[src/logic/rcfr_defines.svh]
`ifndef RCFR_DEFINES_SVH
`define RCFR_DEFINES_SVH

// Time base: 50 MHz clock, one tick per millisecond
`define RCFR_CLK_HZ 50000000
`define RCFR_TICK_MS 1
`define RCFR_TICK_CYC ((`RCFR_CLK_HZ / 1000) * `RCFR_TICK_MS)

// Delays and windows in milliseconds
`define RCFR_STARTUP_CC_MS 20000
`define RCFR_OV_RETRY_MS 1000
`define RCFR_OV_WINDOW_MS 60000
`define RCFR_AC_DELAY_MS 10000
`define RCFR_AUX_LEAD_MS 450
`define RCFR_PGW_LEAD_MS 3
`define RCFR_BLINK_HALF_MS 250

// Over-voltage restart budget
`define RCFR_OV_MAX_TRIES 3

// Levels in millivolts
`define RCFR_VPROG_MIN_MV 100
`define RCFR_VPROG_MAX_MV 3000
`define RCFR_VOUT_DEFAULT_MV 52000
`define RCFR_VOUT_LIMIT_MV 10000
`define RCFR_VIN_LOW_MV 80000

// Firmware command code for output setpoint
`define RCFR_CMD_VOUT 8'h21

`endif

[src/logic/rcfr_pkg.sv]
package rcfr_pkg;
   typedef enum {
      RCFR_OFF,
      RCFR_AC_WAIT,
      RCFR_AUX_LEAD,
      RCFR_RUN,
      RCFR_HICCUP,
      RCFR_OV_WAIT,
      RCFR_LATCHED
   } rcfr_state_e;
   typedef logic [15:0] rcfr_ms_t;
endpackage

[src/logic/rcfr_timebase.sv]
`timescale 1ns/1ns
`include "rcfr_defines.svh"

// Free-running millisecond tick shared by every delay and window
module rcfr_timebase #(
   parameter int TICK_CYC = `RCFR_TICK_CYC
) (
   input wire logic clk,
   input wire logic resetn,
   input wire logic ce,
   output logic tick
);
   logic [31:0] cnt_q;

   always_ff @(posedge clk) begin
      if (!resetn) begin
         cnt_q <= 32'h0;
      end else if (ce) begin
         if (cnt_q == 32'(TICK_CYC - 1)) begin
            cnt_q <= 32'h0;
         end else begin
            cnt_q <= cnt_q + 32'h1;
         end
      end
   end

   assign tick = ce && (cnt_q == 32'(TICK_CYC - 1));
endmodule

[src/logic/rcfr_ctrl.sv]
`timescale 1ns/1ns
`include "rcfr_defines.svh"

////////////////////////////////////////////////////////////////////////////////
// Summary of operation
// Hardware control: setpoint follows programming pin when between 0.1 and 3.0 V.
// Pin open or above 3 V gives the 52 V default setpoint.
// After firmware setpoint command 0x21 the pin is ignored.
// Power cycle returns control of each feature to its pin.
// Hold constant current up to 20 s at start-up, then protect.
// In limit with output above 10 V, the output LED blinks.
// In limit below 10 V in restart mode, enter hiccup.
// Output LED on when unit on, off when off or latched.
// Over-current and over-temperature restart by default; latch-off selectable.
// Over-voltage: three restarts 1 s apart within a minute, then latch.
// Fewer than three shutdowns in a minute clears count, new window.
// Latched unit restarts when enable pin goes off then on.
// Latched unit restarts on serial off then on operation command.
// Host restarts all units by broadcast off/on or shared enable toggle.
// Host keeps units off 20 to 30 s before turning on.
// Serial mode waits 10 s after AC returns before output rises.
// Power-good warning asserts at least 3 ms before output below 40 V.
// Auxiliary 5 V enabled at least 450 ms before main output regulates.
// Input LED blinks while AC input is below 80 V.
// One sticky firmware ownership flag per feature, cleared only by reset.
// All delays counted from one free-running internal time base.
module rcfr_ctrl #(
   parameter int VW = 17,
   parameter int TICK_CYC = `RCFR_TICK_CYC,
   parameter int STARTUP_CC_MS = `RCFR_STARTUP_CC_MS,
   parameter int OV_RETRY_MS = `RCFR_OV_RETRY_MS,
   parameter int OV_WINDOW_MS = `RCFR_OV_WINDOW_MS,
   parameter int AC_DELAY_MS = `RCFR_AC_DELAY_MS,
   parameter int AUX_LEAD_MS = `RCFR_AUX_LEAD_MS,
   parameter int BLINK_HALF_MS = `RCFR_BLINK_HALF_MS
) (
   input wire logic clk,
   input wire logic resetn,
   input wire logic ce,
   input wire logic [VW-1:0] vprog_mv,
   input wire logic serial_mode,
   input wire logic fw_cmd_valid,
   input wire logic [7:0] fw_cmd_code,
   input wire logic [VW-1:0] fw_vout_mv,
   input wire logic fw_op_on,
   input wire logic fw_op_valid,
   input wire logic enable_pin,
   input wire logic ac_ok,
   input wire logic [VW-1:0] vin_mv,
   input wire logic [VW-1:0] vout_mv,
   input wire logic in_limit,
   input wire logic ocp_fault,
   input wire logic otp_fault,
   input wire logic ovp_fault,
   input wire logic ocp_latch_cfg,
   input wire logic otp_latch_cfg,
   input wire logic restart_mode,
   input wire logic vout_fall_warn,
   output logic [VW-1:0] vout_set_mv,
   output logic main_en,
   output logic cc_hold,
   output logic aux5_en,
   output logic out_led,
   output logic in_led,
   output logic power_good_warning,
   output logic latched,
   output logic fw_owns_vout
);
   ////////////////////////////////////////////////////////////////////////////////
   logic tick;
   rcfr_pkg::rcfr_state_e st_q;
   logic [VW-1:0] vout_set_q;
   logic fw_own_q;
   logic [16:0] st_ms_q;
   logic [16:0] cc_ms_q;
   logic [16:0] win_ms_q;
   logic [1:0] ov_cnt_q;
   logic en_prev_q;
   logic op_off_seen_q;
   logic [8:0] blink_ms_q;
   logic blink_q;
   logic aux_q;
   logic main_q;
   logic pgw_q;
   logic cc_q;
   logic hw_fault;
   logic en_restart;
   logic op_restart;

   // One shared tick drives every count, so windows cannot drift apart
   rcfr_timebase #(.TICK_CYC(TICK_CYC)) u_tb (
      .clk(clk),
      .resetn(resetn),
      .ce(ce),
      .tick(tick)
   );

   function automatic logic vprog_valid(input logic [VW-1:0] mv);
      return (mv >= VW'(`RCFR_VPROG_MIN_MV)) && (mv <= VW'(`RCFR_VPROG_MAX_MV));
   endfunction

   ////////////////////////////////////////////////////////////////////////////////
   // Firmware ownership; only reset clears it, standing in for power cycle
   always_ff @(posedge clk) begin
      if (!resetn) begin
         fw_own_q <= 1'b0;
      end else if (ce && fw_cmd_valid && fw_cmd_code == `RCFR_CMD_VOUT) begin
         fw_own_q <= 1'b1;
      end
   end

   always_ff @(posedge clk) begin
      if (!resetn) begin
         vout_set_q <= VW'(`RCFR_VOUT_DEFAULT_MV);
      end else if (ce) begin
         if (fw_cmd_valid && fw_cmd_code == `RCFR_CMD_VOUT) begin
            vout_set_q <= fw_vout_mv;
         end else if (!fw_own_q) begin
            if (vprog_valid(vprog_mv)) begin
               vout_set_q <= vprog_mv;
            end else begin
               vout_set_q <= VW'(`RCFR_VOUT_DEFAULT_MV);
            end
         end
      end
   end

   ////////////////////////////////////////////////////////////////////////////////
   // Restart triggers from a latched state
   always_ff @(posedge clk) begin
      if (!resetn) begin
         en_prev_q <= 1'b0;
         op_off_seen_q <= 1'b0;
      end else if (ce) begin
         en_prev_q <= enable_pin;
         if (fw_op_valid && !fw_op_on) begin
            op_off_seen_q <= 1'b1;
         end else if (fw_op_valid && fw_op_on) begin
            op_off_seen_q <= 1'b0;
         end
      end
   end

   assign en_restart = enable_pin && !en_prev_q;
   assign op_restart = fw_op_valid && fw_op_on && op_off_seen_q;
   assign hw_fault = (ocp_fault && ocp_latch_cfg) || (otp_fault && otp_latch_cfg);

   ////////////////////////////////////////////////////////////////////////////////
   // Main sequencer
   always_ff @(posedge clk) begin
      if (!resetn) begin
         st_q <= rcfr_pkg::RCFR_OFF;
         st_ms_q <= 17'h0;
      end else if (ce) begin
         if (tick) begin
            st_ms_q <= st_ms_q + 17'h1;
         end
         unique case (st_q)
            rcfr_pkg::RCFR_OFF: begin
               if (enable_pin && ac_ok) begin
                  st_q <= serial_mode ? rcfr_pkg::RCFR_AC_WAIT : rcfr_pkg::RCFR_AUX_LEAD;
                  st_ms_q <= 17'h0;
               end
            end
            rcfr_pkg::RCFR_AC_WAIT: begin
               if (!ac_ok || !enable_pin) begin
                  st_q <= rcfr_pkg::RCFR_OFF;
               end else if (tick && st_ms_q == 17'(AC_DELAY_MS - 1)) begin
                  st_q <= rcfr_pkg::RCFR_AUX_LEAD;
                  st_ms_q <= 17'h0;
               end
            end
            rcfr_pkg::RCFR_AUX_LEAD: begin
               if (!ac_ok || !enable_pin) begin
                  st_q <= rcfr_pkg::RCFR_OFF;
               end else if (tick && st_ms_q == 17'(AUX_LEAD_MS - 1)) begin
                  st_q <= rcfr_pkg::RCFR_RUN;
                  st_ms_q <= 17'h0;
               end
            end
            rcfr_pkg::RCFR_RUN: begin
               if (!enable_pin || !ac_ok) begin
                  st_q <= rcfr_pkg::RCFR_OFF;
               end else if (hw_fault || (ovp_fault && ov_cnt_q == 2'(`RCFR_OV_MAX_TRIES))) begin
                  st_q <= rcfr_pkg::RCFR_LATCHED;
               end else if (ovp_fault) begin
                  st_q <= rcfr_pkg::RCFR_OV_WAIT;
                  st_ms_q <= 17'h0;
               end else if (ocp_fault || otp_fault) begin
                  st_q <= rcfr_pkg::RCFR_HICCUP;
                  st_ms_q <= 17'h0;
               end else if (!cc_q && in_limit && restart_mode &&
                            vout_mv < VW'(`RCFR_VOUT_LIMIT_MV)) begin
                  st_q <= rcfr_pkg::RCFR_HICCUP;
                  st_ms_q <= 17'h0;
               end
            end
            rcfr_pkg::RCFR_HICCUP, rcfr_pkg::RCFR_OV_WAIT: begin
               if (!enable_pin) begin
                  st_q <= rcfr_pkg::RCFR_OFF;
               end else if (tick && st_ms_q == 17'(OV_RETRY_MS - 1)) begin
                  st_q <= rcfr_pkg::RCFR_AUX_LEAD;
                  st_ms_q <= 17'h0;
               end
            end
            rcfr_pkg::RCFR_LATCHED: begin
               if (en_restart || op_restart) begin
                  st_q <= rcfr_pkg::RCFR_OFF;
               end
            end
         endcase
      end
   end

   ////////////////////////////////////////////////////////////////////////////////
   // Over-voltage count and its one-minute window
   always_ff @(posedge clk) begin
      if (!resetn) begin
         ov_cnt_q <= 2'h0;
         win_ms_q <= 17'h0;
      end else if (ce) begin
         if (st_q == rcfr_pkg::RCFR_LATCHED) begin
            ov_cnt_q <= 2'h0;
            win_ms_q <= 17'h0;
         end else if (st_q == rcfr_pkg::RCFR_RUN && ovp_fault) begin
            if (ov_cnt_q != 2'(`RCFR_OV_MAX_TRIES)) begin
               ov_cnt_q <= ov_cnt_q + 2'h1;
            end
         end else if (tick && ov_cnt_q != 2'h0) begin
            if (win_ms_q == 17'(OV_WINDOW_MS - 1)) begin
               ov_cnt_q <= 2'h0;
               win_ms_q <= 17'h0;
            end else begin
               win_ms_q <= win_ms_q + 17'h1;
            end
         end
      end
   end

   ////////////////////////////////////////////////////////////////////////////////
   // Start-up constant-current grace
   always_ff @(posedge clk) begin
      if (!resetn) begin
         cc_q <= 1'b0;
         cc_ms_q <= 17'h0;
      end else if (ce) begin
         if (st_q == rcfr_pkg::RCFR_AUX_LEAD && tick && st_ms_q == 17'(AUX_LEAD_MS - 1)) begin
            cc_q <= 1'b1;
            cc_ms_q <= 17'h0;
         end else if (st_q != rcfr_pkg::RCFR_RUN) begin
            cc_q <= 1'b0;
         end else if (cc_q && tick) begin
            if (cc_ms_q == 17'(STARTUP_CC_MS - 1)) begin
               cc_q <= 1'b0;
            end else begin
               cc_ms_q <= cc_ms_q + 17'h1;
            end
         end
      end
   end

   ////////////////////////////////////////////////////////////////////////////////
   // Indicators and enables
   always_ff @(posedge clk) begin
      if (!resetn) begin
         blink_ms_q <= 9'h0;
         blink_q <= 1'b0;
      end else if (ce && tick) begin
         if (blink_ms_q == 9'(BLINK_HALF_MS - 1)) begin
            blink_ms_q <= 9'h0;
            blink_q <= !blink_q;
         end else begin
            blink_ms_q <= blink_ms_q + 9'h1;
         end
      end
   end

   always_ff @(posedge clk) begin
      if (!resetn) begin
         aux_q <= 1'b0;
         main_q <= 1'b0;
         pgw_q <= 1'b0;
      end else if (ce) begin
         aux_q <= ac_ok || aux_q;
         main_q <= (st_q == rcfr_pkg::RCFR_RUN);
         // Analog comparator trips ahead of 40 V by design margin
         pgw_q <= vout_fall_warn || !ac_ok;
      end
   end

   always_comb begin
      if (st_q != rcfr_pkg::RCFR_RUN) begin
         out_led = 1'b0;
      end else if (in_limit && vout_mv > VW'(`RCFR_VOUT_LIMIT_MV)) begin
         out_led = blink_q;
      end else begin
         out_led = 1'b1;
      end
   end

   assign in_led = (vin_mv < VW'(`RCFR_VIN_LOW_MV)) ? blink_q : 1'b1;
   assign vout_set_mv = vout_set_q;
   assign main_en = main_q;
   assign cc_hold = cc_q;
   assign aux5_en = aux_q;
   assign power_good_warning = pgw_q;
   assign latched = (st_q == rcfr_pkg::RCFR_LATCHED);
   assign fw_owns_vout = fw_own_q;

   ////////////////////////////////////////////////////////////////////////////////
   a_fw_own_sticky: assert property (@(posedge clk) disable iff (!resetn)
      fw_own_q |=> fw_own_q) else $error("ownership flag dropped");
   a_pin_ignored: assert property (@(posedge clk) disable iff (!resetn)
      (ce && fw_own_q && !fw_cmd_valid) |=> $stable(vout_set_q)) else $error("pin changed setpoint");
   a_pin_default: assert property (@(posedge clk) disable iff (!resetn)
      (ce && !fw_own_q && !fw_cmd_valid && !vprog_valid(vprog_mv)) |=> vout_set_q == VW'(`RCFR_VOUT_DEFAULT_MV))
      else $error("default not used");
   a_pin_follow: assert property (@(posedge clk) disable iff (!resetn)
      (ce && !fw_own_q && !fw_cmd_valid && vprog_valid(vprog_mv)) |=> vout_set_q == $past(vprog_mv))
      else $error("pin not followed");
   a_led_off_latched: assert property (@(posedge clk) disable iff (!resetn)
      latched |-> !out_led) else $error("led on while latched");
   a_main_off_latch: assert property (@(posedge clk) disable iff (!resetn)
      (ce && latched && !en_restart && !op_restart) |=> latched ##1 !main_en) else $error("latch left");
   a_main_after_aux: assert property (@(posedge clk) disable iff (!resetn)
      $rose(main_en) |-> aux5_en) else $error("main before aux");
   a_hw_fault_latch: assert property (@(posedge clk) disable iff (!resetn)
      (ce && st_q == rcfr_pkg::RCFR_RUN && enable_pin && ac_ok && hw_fault) |=> latched)
      else $error("latch-off not taken");
   a_ov_cnt_max: assert property (@(posedge clk) disable iff (!resetn)
      ov_cnt_q <= 2'(`RCFR_OV_MAX_TRIES)) else $error("ov count overflow");
   // Frozen enable must hold the state, the setpoint and the ownership flag, or the sequence would move without the time base
   a_ce_freeze: assert property (@(posedge clk) disable iff (!resetn)
      !ce |=> $stable(st_q) && $stable(vout_set_q) && $stable(fw_own_q)) else $error("state moved while frozen");
   a_cc_grace: assert property (@(posedge clk) disable iff (!resetn)
      (ce && cc_q && st_q == rcfr_pkg::RCFR_RUN && enable_pin && ac_ok && !ovp_fault && !ocp_fault &&
       !otp_fault) |=> st_q == rcfr_pkg::RCFR_RUN) else $error("grace cut short");
   a_limit_hiccup: assert property (@(posedge clk) disable iff (!resetn)
      (ce && st_q == rcfr_pkg::RCFR_RUN && enable_pin && ac_ok && !ovp_fault && !ocp_fault && !otp_fault &&
       !cc_q && in_limit && restart_mode && vout_mv < VW'(`RCFR_VOUT_LIMIT_MV)) |=> st_q == rcfr_pkg::RCFR_HICCUP)
      else $error("hiccup not entered");
   c_latch: cover property (@(posedge clk) disable iff (!resetn) $rose(latched));
   c_restart: cover property (@(posedge clk) disable iff (!resetn) latched ##1 !latched);
   c_fw_take: cover property (@(posedge clk) disable iff (!resetn) $rose(fw_own_q));
   c_hiccup: cover property (@(posedge clk) disable iff (!resetn) st_q == rcfr_pkg::RCFR_HICCUP);
   c_ov_retry: cover property (@(posedge clk) disable iff (!resetn) st_q == rcfr_pkg::RCFR_OV_WAIT);
endmodule

[config.mk]
export PLATFORM = sky130hd
export DESIGN_NAME = rcfr_ctrl
export DESIGN_NICKNAME = d
export VERILOG_FILES = /design/src/logic/rcfr_pkg.sv /design/src/logic/rcfr_timebase.sv /design/src/logic/rcfr_ctrl.sv
export VERILOG_INCLUDE_DIRS = /design/src /design/src/logic
export SDC_FILE = /design/constraint.sdc
export NUM_CORES = 1
export LEC_CHECK = 0
export ABC_AREA = 1
export BUFFER_PORTS_ARGS = -buffer_cell sky130_fd_sc_hd__buf_4
export CORE_MARGIN = 2
export CORE_UTILIZATION = 30
export DETAILED_ROUTE_END_ITERATION = 12
export PLACE_DENSITY = 0.59
export SETUP_SLACK_MARGIN = 0.1
export SYNTH_ARGS = -nofsm -noshare
export SYNTH_HDL_FRONTEND = slang
export SYNTH_SLANG_ARGS = --single-unit
[constraint.sdc]
create_clock -name clk -period 2.1 [get_ports clk]
set_input_delay 0.21 -clock clk [delete_from_list [all_inputs] [get_ports clk]]
set_output_delay 0.21 -clock clk [all_outputs]
set_load 0.005 [all_outputs]
Word level (Yosys, flattened, before mapping)
Index checks and enable logic that the tools add are counted.
Widths: inputs -> output; s select.
Operators by class
  $add $sub $neg: 6
  magnitude comparators: 5
  equal/unequal tests: 31
  mux-type cells: 56
  reductions and logical operators: 57
Operator list (count)
  $mux 32: 14
  $mux 17: 24
  $pmux 32 s6: 1
  $eq 32x3->1 const B: 5
  $pmux 17 s5: 1
  $eq 32x2->1 const B: 2
  $add 17x1->17 const B: 3
  $add 32x1->32 const B: 1
  $eq 32x1->1 const B: 1
  $eq 32x16->1 const B: 1
  $eq 32x4->1 const B: 1
  $logic_not 32->1: 1
  $ne 32x3->1 const B: 1
  $logic_and 1x1->1: 26
  $eq 17x10->1 const B: 1
  $eq 17x14->1 const B: 1
  $eq 17x15->1 const B: 1
  $eq 17x16->1 const B: 1
  $eq 17x9->1 const B: 1
  $ge 17x7->1 const B: 1
  $gt 17x14->1 const B: 1
  $le 17x12->1 const B: 1
  $lt 17x14->1 const B: 1
  $lt 17x17->1 const B: 1
  other kinds (22): 63
Word-level totals
  register bits after elaboration: 151
  output and inout bits: 25
  logic and storage cells: 171

Depth between registers and ports, before layout
Gate-level depths: netlist of run 1.
  depth in word-level cells: 10
  mapped depth: 15

Hierarchy
Synthesis of run 1 repeated with hierarchy kept, for this count alone.
Unflattened totals
  cell total of the unflattened synthesis: 1151
  area, all modules: 7544.7 µm²
Modules (own cells, without submodules)
  rcfr_ctrl: instances 1, cells an instance 854, area each 5574.1 µm², sequential area each 1801.7 µm²
  rcfr_timebase: instances 1, cells an instance 297, area each 1970.6 µm², sequential area each 640.6 µm²

Least setup slack after synthesis of run 1
No wires, ideal clock.
  path kind: reg2reg
  start point: register st_ms_q[0]
  end point: register st_ms_q[7]
  arrival time: 1.768 ns
  data required time: 1.991 ns
  setup slack: 0.223 ns
  stages on the path, launching flop included: 14
  clock period less this slack: 1.877 ns
  path through: dfxtp_1 > ha_1 > nand2_1 > nor2_1 > nand3_1 > nor2_1 > nand4_1 > nand2_1 > nand3_1 > nor2_1 > nand2_1 > buf_2 > nand2_1 > inv_1
On the way
  longest elaborated chain between the ends: 8
  elaborated cells on any way between the ends: 21
  classes of those cells: 1 x add/sub; 3 x eq/ne; 14 x mux; 3 x reduce/logical
Ends and longest elaborated chain
  start, declared: RTL line rcfr_ctrl.sv:74  | logic [16:0] st_ms_q;
  start signal, assigned: RTL line rcfr_ctrl.sv:156  | st_ms_q <= st_ms_q + 17'h1;
  $add 17x1->17: RTL line rcfr_ctrl.sv:156
  $mux 17: RTL line rcfr_ctrl.sv:155  | if (tick) begin
  $mux 17: RTL line rcfr_ctrl.sv:192  | end else if (!cc_q && in_limit && restart_mode &&
  $mux 17: RTL line rcfr_ctrl.sv:189  | end else if (ocp_fault || otp_fault) begin
  $mux 17: RTL line rcfr_ctrl.sv:186  | end else if (ovp_fault) begin
  $mux 17: RTL line rcfr_ctrl.sv:184  | end else if (hw_fault || (ovp_fault && ov_cnt_q == 2'(`RCFR_OV_MAX_TRIES))) begin
  $mux 17: RTL line rcfr_ctrl.sv:182  | if (!enable_pin || !ac_ok) begin
  $pmux 17 s5 *: RTL line rcfr_ctrl.sv:158  | unique case (st_q)
Mark *: on every way between the ends. The rest lies on a longest branch, timed or not.
A chain may end at the register's enable or synchronous reset.

Worst setup path after layout of run 1
  start point: register u_tb.cnt_q[1]
  end point: register win_ms_q[4]
On the way
  longest elaborated chain between the ends: 5
Ends and longest elaborated chain
  start, declared: RTL line rcfr_timebase.sv:13  | logic [31:0] cnt_q;
  start signal, assigned: RTL line rcfr_timebase.sv:22  | cnt_q <= cnt_q + 32'h1;
  $eq 32x16->1: RTL line rcfr_timebase.sv:27  | assign tick = ce && (cnt_q == 32'(TICK_CYC - 1));
  $logic_and 1x1->1: RTL line rcfr_timebase.sv:27
  $logic_and 1x1->1: RTL line rcfr_ctrl.sv:229  | end else if (tick && ov_cnt_q != 2'h0) begin
  $reduce_bool 2->1 (no source line)
  $reduce_and 3->1 (no source line)
  end signal, assigned: RTL line rcfr_ctrl.sv:234  | win_ms_q <= win_ms_q + 17'h1;
  end, declared: RTL line rcfr_ctrl.sv:76  | logic [16:0] win_ms_q;
No other way between the ends.

==> reports/results.ini, run 1 <==
[power]
power_frac_clock = 0.526
p_sw_frac = 0.233
leakagePower_nw = 4.15
power.switching_w = 0.00150
power_w = 0.00644
combinationalPowerShare = 0.103
vdd_drop_max_mv = 0.483
seqPwrFrac = 0.371
cellPowerDensity_nw_per_um2 = 648
internal_power_w = 0.00494

[logic_synthesis]
synth_top_area_share = 0.330
synth-edff-count = 0
netlist_area_um2 = 7410
synth_top_area_cell = dfxtp_1
syn_inst = 1183
yosysUniqueCellTypes = 50
ys.flop_type = dfxtp_1
synth_area_leaders = dfxtp_1 (33%), nand2_1 (14%), nor2_1 (9.7%)
ys_ff_latch = 122
ys_warn_count = 0
syn-num-nets = 1285
synth.avg_cell_area_um2 = 6.26
synth-seq-area-share = 0.330
synthArstFlopShare = 0

[clock_network]
cts_tree = done
clock-sinks = 122
path_clk_slew_ns = 0.06
numCtsBuffers = 17
h-tree-depth = 4
insertion_delay_ns = 0.43
cts.path.max_buffers = 2
cts_root_buf = clkbuf_16

[die]
start_util = 0.305
io_pins = 118
die_h_um = 161
die_w_um = 161
num_rows = 57
core_um2 = 24200
die_area_um2 = 26000

[finish]
layout_common_cells = nand2_1 (255), nor2_1 (168), inv_1 (153), buf_4 (153), dfxtp_1 (105)
instances_no_fill = 1675
nFillCells = 2551
multi_input_area_um2 = 4460
seq_area_um2 = 2470
nets = 1440
layout-drive-gt1-share = 0.215
syn2layout_area_growth_pct = 34.2
diodes = 0
final_common_cell = nand2_1

[global_route]
antenna_found_initial = 0
grt.overflow.total = 0
grt_usage = 0.165
grt_max_degree = 32
grt_pass1_wl_um = 35400
grt_pass1_vias = 7653

[sta]
hold_viol = 0
relSlewSlack = 0.714
setup_viol = 0
fin_skew_ns = 0.00890
rsz0062_at_grt = true
hold_slack_ns = 0.0367
max_freq_mhz = 517
fin_crit_ns = 1.93
tightest_slew_ns = 0.426
fin_crit_sh = 0.921
slew_violations = 0

[setup_path]
end_kind = flop
path_max_fanout = 6
path_class = reg2reg
crit-reg2reg-capture = win_ms_q[4]$_SDFFE_PN0P_
cp_data_arrival_time_ns = 2.25
r2r-start = u_tb.cnt_q[1]$_SDFFE_PN0P_
worstPathRequired_ns = 2.42
rrSetupSlack_ns = 0.17
ff2ff_path_depth = 12
crit_path_start_kind = flop

[detailed_routing]
drc = 0
wire_per_inst_um = 12.9
drtIter0Drc = 440
viasPerCell = 4.80
wl_um = 21600
drt_pre_antenna_iters = 5
ant_nets = 0
vias = 8047

[placement]
numPortBuffers = 110
place_congestion = 0.859
placed_cells = 1629
dp_hpwl_um = 16000

[min_path]
hold_path_depth = 3
holdCritPathClass = in2reg
min_from = fw_vout_mv[16]
min_to = vout_set_mv[16]$_SDFFE_PN0P_

[flow_run]
cap_violations = 0

[run_status]
status = complete, no violations

==> timing repair <==
action,CTS,global route
resized for setup,6,101
hold buffers,3,0
endpoints found under the hold margin,2,0
gates cloned,0,2
pin swaps,1,22
setup endpoints to repair,21,75
setup buffers,0,9
==> sequential cells by signal (all words and copies together) (netlist names) <==
signal	flops
blink_ms_q	9
ov_cnt_q	2
u_tb.cnt_q	32
vout_set_mv	17
cc_ms_q	17
cc_hold	1
en_prev_q	1
aux5_en	1
st_q	3
blink_q	1
op_off_seen_q	1
fw_owns_vout	1
st_ms_q	17
win_ms_q	17
power_good_warning	1
main_en	1
==> worst max path at each step <==
stage	slack [ns]	depth (start not counted)	end	from
5_1_grt	0.04	14	st_ms_q[2]$_SDFFE_PN0P_	st_ms_q[0]$_SDFFE_PN0P_
3_5_place_dp	-0.008	11	cc_ms_q[6]$_SDFFE_PN0P_	u_tb.cnt_q[0]$_SDFFE_PN0P_
3_3_place_gp	0.07	11	cc_ms_q[6]$_SDFFE_PN0P_	u_tb.cnt_q[0]$_SDFFE_PN0P_
4_1_cts	0.09	11	cc_ms_q[6]$_SDFFE_PN0P_	u_tb.cnt_q[0]$_SDFFE_PN0P_
2_1_floorplan	0.22	13	st_ms_q[7]$_SDFFE_PN0P_	st_ms_q[0]$_SDFFE_PN0P_
6_report	0.17	12	win_ms_q[4]$_SDFFE_PN0P_	u_tb.cnt_q[1]$_SDFFE_PN0P_
==> metrics by stage <==
step	worst slack (ns)	utilization	setup TNS [ns]	cell area (µm²)
floorplan	0.223	-	0	7410
global placement	0.0687	0.363	0	8800
detailed placement	-0.00825	0.363	-0.00825	8800
CTS	0.0853	0.393	0	9540
global route	0.0415	0.410	0	9940
finish	0.166	0.410	0	9940
==> routing by layer <==
metal | part of all wire | vias to the layer above | track usage | routed length, µm
li1 | - | 4150 | - | -
met1 | 0.46 | 3646 | 0.204 | 9870
met2 | 0.46 | 223 | 0.279 | 10000
met3 | 0.065 | 28 | 0.0488 | 1400
met4 | 0.015 | 0 | 0.0442 | 314
met5 | 0 | - | 0 | 0
==> power groups by stage <==
stage          logic (W)  clock network [W]  registers [W]
6_report        0.000664            0.00338        0.00239
5_1_grt         0.000738            0.00356        0.00240
2_1_floorplan   0.000333                  0        0.00243
4_1_cts         0.000631            0.00346        0.00239
3_5_place_dp    0.000621                  0        0.00244
3_3_place_gp    0.000616                  0        0.00244
==> worst max-delay path, cell delays in order (launching register included) <==
cell and delay [ns]:
dfxtp_4 0.36, ha_4 0.15, nand3_4 0.12, nor2_4 0.10, nand2_2 0.07, nor2_4 0.13, nand2_4 0.10, o21ai_4 0.19
nand3_4 0.14, buf_12 0.17, buf_8 0.12, a21oi_1 0.11, nor2_1 0.06
==> layout make-up <==
type	count	area share
timing repair buffer	164	0.130
clock buffer	21	0.0463
sequential	122	0.248
multi-input combinational	870	0.449
clock inverter	11	0.0218
tap	324	0.0408
inverter	163	0.0636
==> synthesized netlist by cell type (3+ instances only) <==
cell type,count
nor4_1,14
nor3_1,36
o21ai_1,5
o21ai_0,48
a21oi_1,84
nor3_2,4
dfxtp_1,122
buf_2,4
inv_2,3
ha_1,9
nor2_1,192
o21a_1,3
buf_4,3
nand3_1,79
o21bai_1,4
xor2_1,22
nand2_1,269
xnor2_1,7
nor2_2,6
nand4_1,35
nor3b_1,10
nand3_2,4
o211ai_1,3
nand2_2,3
inv_1,156
a31oi_1,6
clkbuf_1,17
nand3b_1,4
or2_2,4
clkinv_1,3
==> logic make-up after synthesis <==
group | Yosys count | share of synthesized area
and+or+nand+nor | 668 | 0.399
buffers and inverters | 191 | 0.101
AOI/OAI and AO/OA | 164 | 0.120
DFF | 122 | 0.330
xor gates and xnor gates | 29 | 0.0343
adders and majority gates | 9 | 0.0152
Power figures use the tool's default switching activity.
==> inputs of run 2 (changes only) <==
--- a/config.mk
+++ b/config.mk
@@ -11,7 +11,7 @@
 export CORE_MARGIN = 2
 export CORE_UTILIZATION = 30
 export DETAILED_ROUTE_END_ITERATION = 12
-export PLACE_DENSITY = 0.59
+export PLACE_DENSITY = 0.58
 export SETUP_SLACK_MARGIN = 0.1
 export SYNTH_ARGS = -nofsm -noshare
 export SYNTH_HDL_FRONTEND = slang
==> run 2 against run 1 <==
  * Sequential power about the same
  * Flip-flop and latch count unchanged
  * Global-route usage down 0.13 points
  * Fmax up 1.3%
  * Clock power down 16%
  * Final cell count up 0.30%
  * Final area down 1.9%
  * Routed wire length down 1.3%
  * Worst hold slack better by 0.0019 ns
  * Critical path type unchanged
  * Clock skew up 0.0040 ns
  * Sequential share of layout area up 0.41 points
  * Die area unchanged
==> reports/results.ini, run 2 (synthesized netlist as in run 1, its figures left out) <==
[run_status]
status = complete, no violations

[sta]
setup_viol = 0
fin_crit_ns = 1.91
fin_skew_ns = 0.0129
fin_crit_sh = 0.909
tightest_slew_ns = 0.402
slew_violations = 0
max_freq_mhz = 524
hold_slack_ns = 0.0387
rsz0062_at_grt = true
relSlewSlack = 0.730
hold_viol = 0
fin_setup_tns_ns = 0

[global_route]
grt_pass1_wl_um = 34900
antenna_found_initial = 0
grt_max_degree = 30
grt_pass1_vias = 7452
grt.overflow.total = 0
grt_usage = 0.164

[setup_path]
cp_slowest_cell = dfxtp_4
path_buf_inv = 2
path_cells = ha_2 > nand2_2 > nor2_4 > nand3_1 > nor2_2 > nand4_1 > nand2_1 > nand3_2 > nor2_2 > nand2_2 > buf_4 > nand2_1 > inv_1
path_max_fanout = 5
critPathMaxStageDelay_ns = 0.37
crit_path_start_kind = flop
path_class = reg2reg
end_kind = flop
cp_top_family = simple AND/OR/NAND/NOR gates
cp_data_arrival_time_ns = 2.22
worstPathRequired_ns = 2.42

[clock_network]
numCtsBuffers = 17
clock-sinks = 122
h-tree-depth = 4
cts_tree = done
path_clk_slew_ns = 0.05
cts.path.max_buffers = 2
insertion_delay_ns = 0.43
cts_root_buf = clkbuf_16

[detailed_routing]
vias = 7925
wire_per_inst_um = 12.7
drc = 0
wl_um = 21300
drt_pre_antenna_iters = 4
viasPerCell = 4.72
drtIter0Drc = 299
ant_nets = 0

[die]
die_area_um2 = 26000
core_um2 = 24200
num_rows = 57
die_w_um = 161
io_pins = 118
start_util = 0.305
die_h_um = 161

[placement]
dp_hpwl_um = 16100
place_congestion = 0.880
place_area_um2 = 8840
numPortBuffers = 110

[finish]
design_area_um2 = 9760
nets = 1446
largest_reg_flops = 32
layout-drive-gt1-share = 0.206
final_common_cell = nand2_1
layout_common_cells = nand2_1 (261), nor2_1 (170), buf_4 (163)
syn2layout_area_growth_pct = 31.7
post-route-util = 0.402
top_register = u_tb.cnt_q
diodes = 0

[power]
cellPowerDensity_nw_per_um2 = 605
vdd_drop_max_mv = 0.422
leakagePower_nw = 4.07

[min_path]
holdCritPathClass = in2reg

[flow_run]
cap_violations = 0

[run 2: changes by cell type in the layout (fill, tap and decap cells not counted), sizes merged]
cell / delta
buf: +7
bufinv: -5
clkbuf: +3
clkinv: +2
inv: -2
[run 2: path summary, 6_finish.rpt]
kind,startpoint,endpoint,slack [ns],cells past startpoint
setup / recovery,st_ms_q[1]$_SDFFE_PN0P_,st_ms_q[8]$_SDFFE_PN0P_,0.19,13
hold / removal,fw_vout_mv[16],vout_set_mv[16]$_SDFFE_PN0P_,0.04,3
setup reg to reg,st_ms_q[1]$_SDFFE_PN0P_,st_ms_q[8]$_SDFFE_PN0P_,0.19,13
hold reg to reg,cc_ms_q[16]$_SDFFE_PN0P_,cc_ms_q[16]$_SDFFE_PN0P_,0.46,2
[run 2: timing repair]
item,CTS,global route
hold endpoints to repair,2,0
endpoints found under the setup margin,5,80
hold buffers,3,0
resized for setup,2,74
pin swaps,0,22
cloned,0,1
setup buffers,0,11
[run 2: layout make-up]
class                   count  area (µm²)
multi-input cells         870        4410
inverters                 163         614
flip-flops and latches    122        2460
clock inverters             6        62.6
repair buffers            170        1300
clock buffers              25         505
well taps                 324         405
fillers                  2577       14500
[run 2: metal layers]
metal,vias up,share of wire,global-route usage
met2,180,0.47,0.281
met3,19,0.062,0.0403
met4,0,0.013,0.0471
met5,-,0,0
li1,4168,-,-
met1,3558,0.46,0.203
[run 2: tightest hold or removal path, cell delays in order]
cell and delay, ns:
buf_4 0.08, a21oi_1 0.05, nor2_1 0.09
[run 2: stage by stage]
step / instances / power [W] / worst slack [ns]
floorplan: 1183 / 0.00277 / 0.223
global placement: 1634 / 0.00306 / 0.0958
detailed placement: 1634 / 0.00306 / 0.0566
CTS: 1668 / 0.00593 / 0.0944
global route: 1680 / 0.00616 / 0.0343
finish: 1680 / 0.00590 / 0.192
[run 2: power by group]
group / leakage, nW / switching [W] / internal [W]
clock: 0.271 / 0.00107 / 0.00177
combinational: 2.81 / 0.000373 / 0.000298
sequential: 0.994 / 0.0000331 / 0.00236
total: 4.07 / 0.00148 / 0.00443
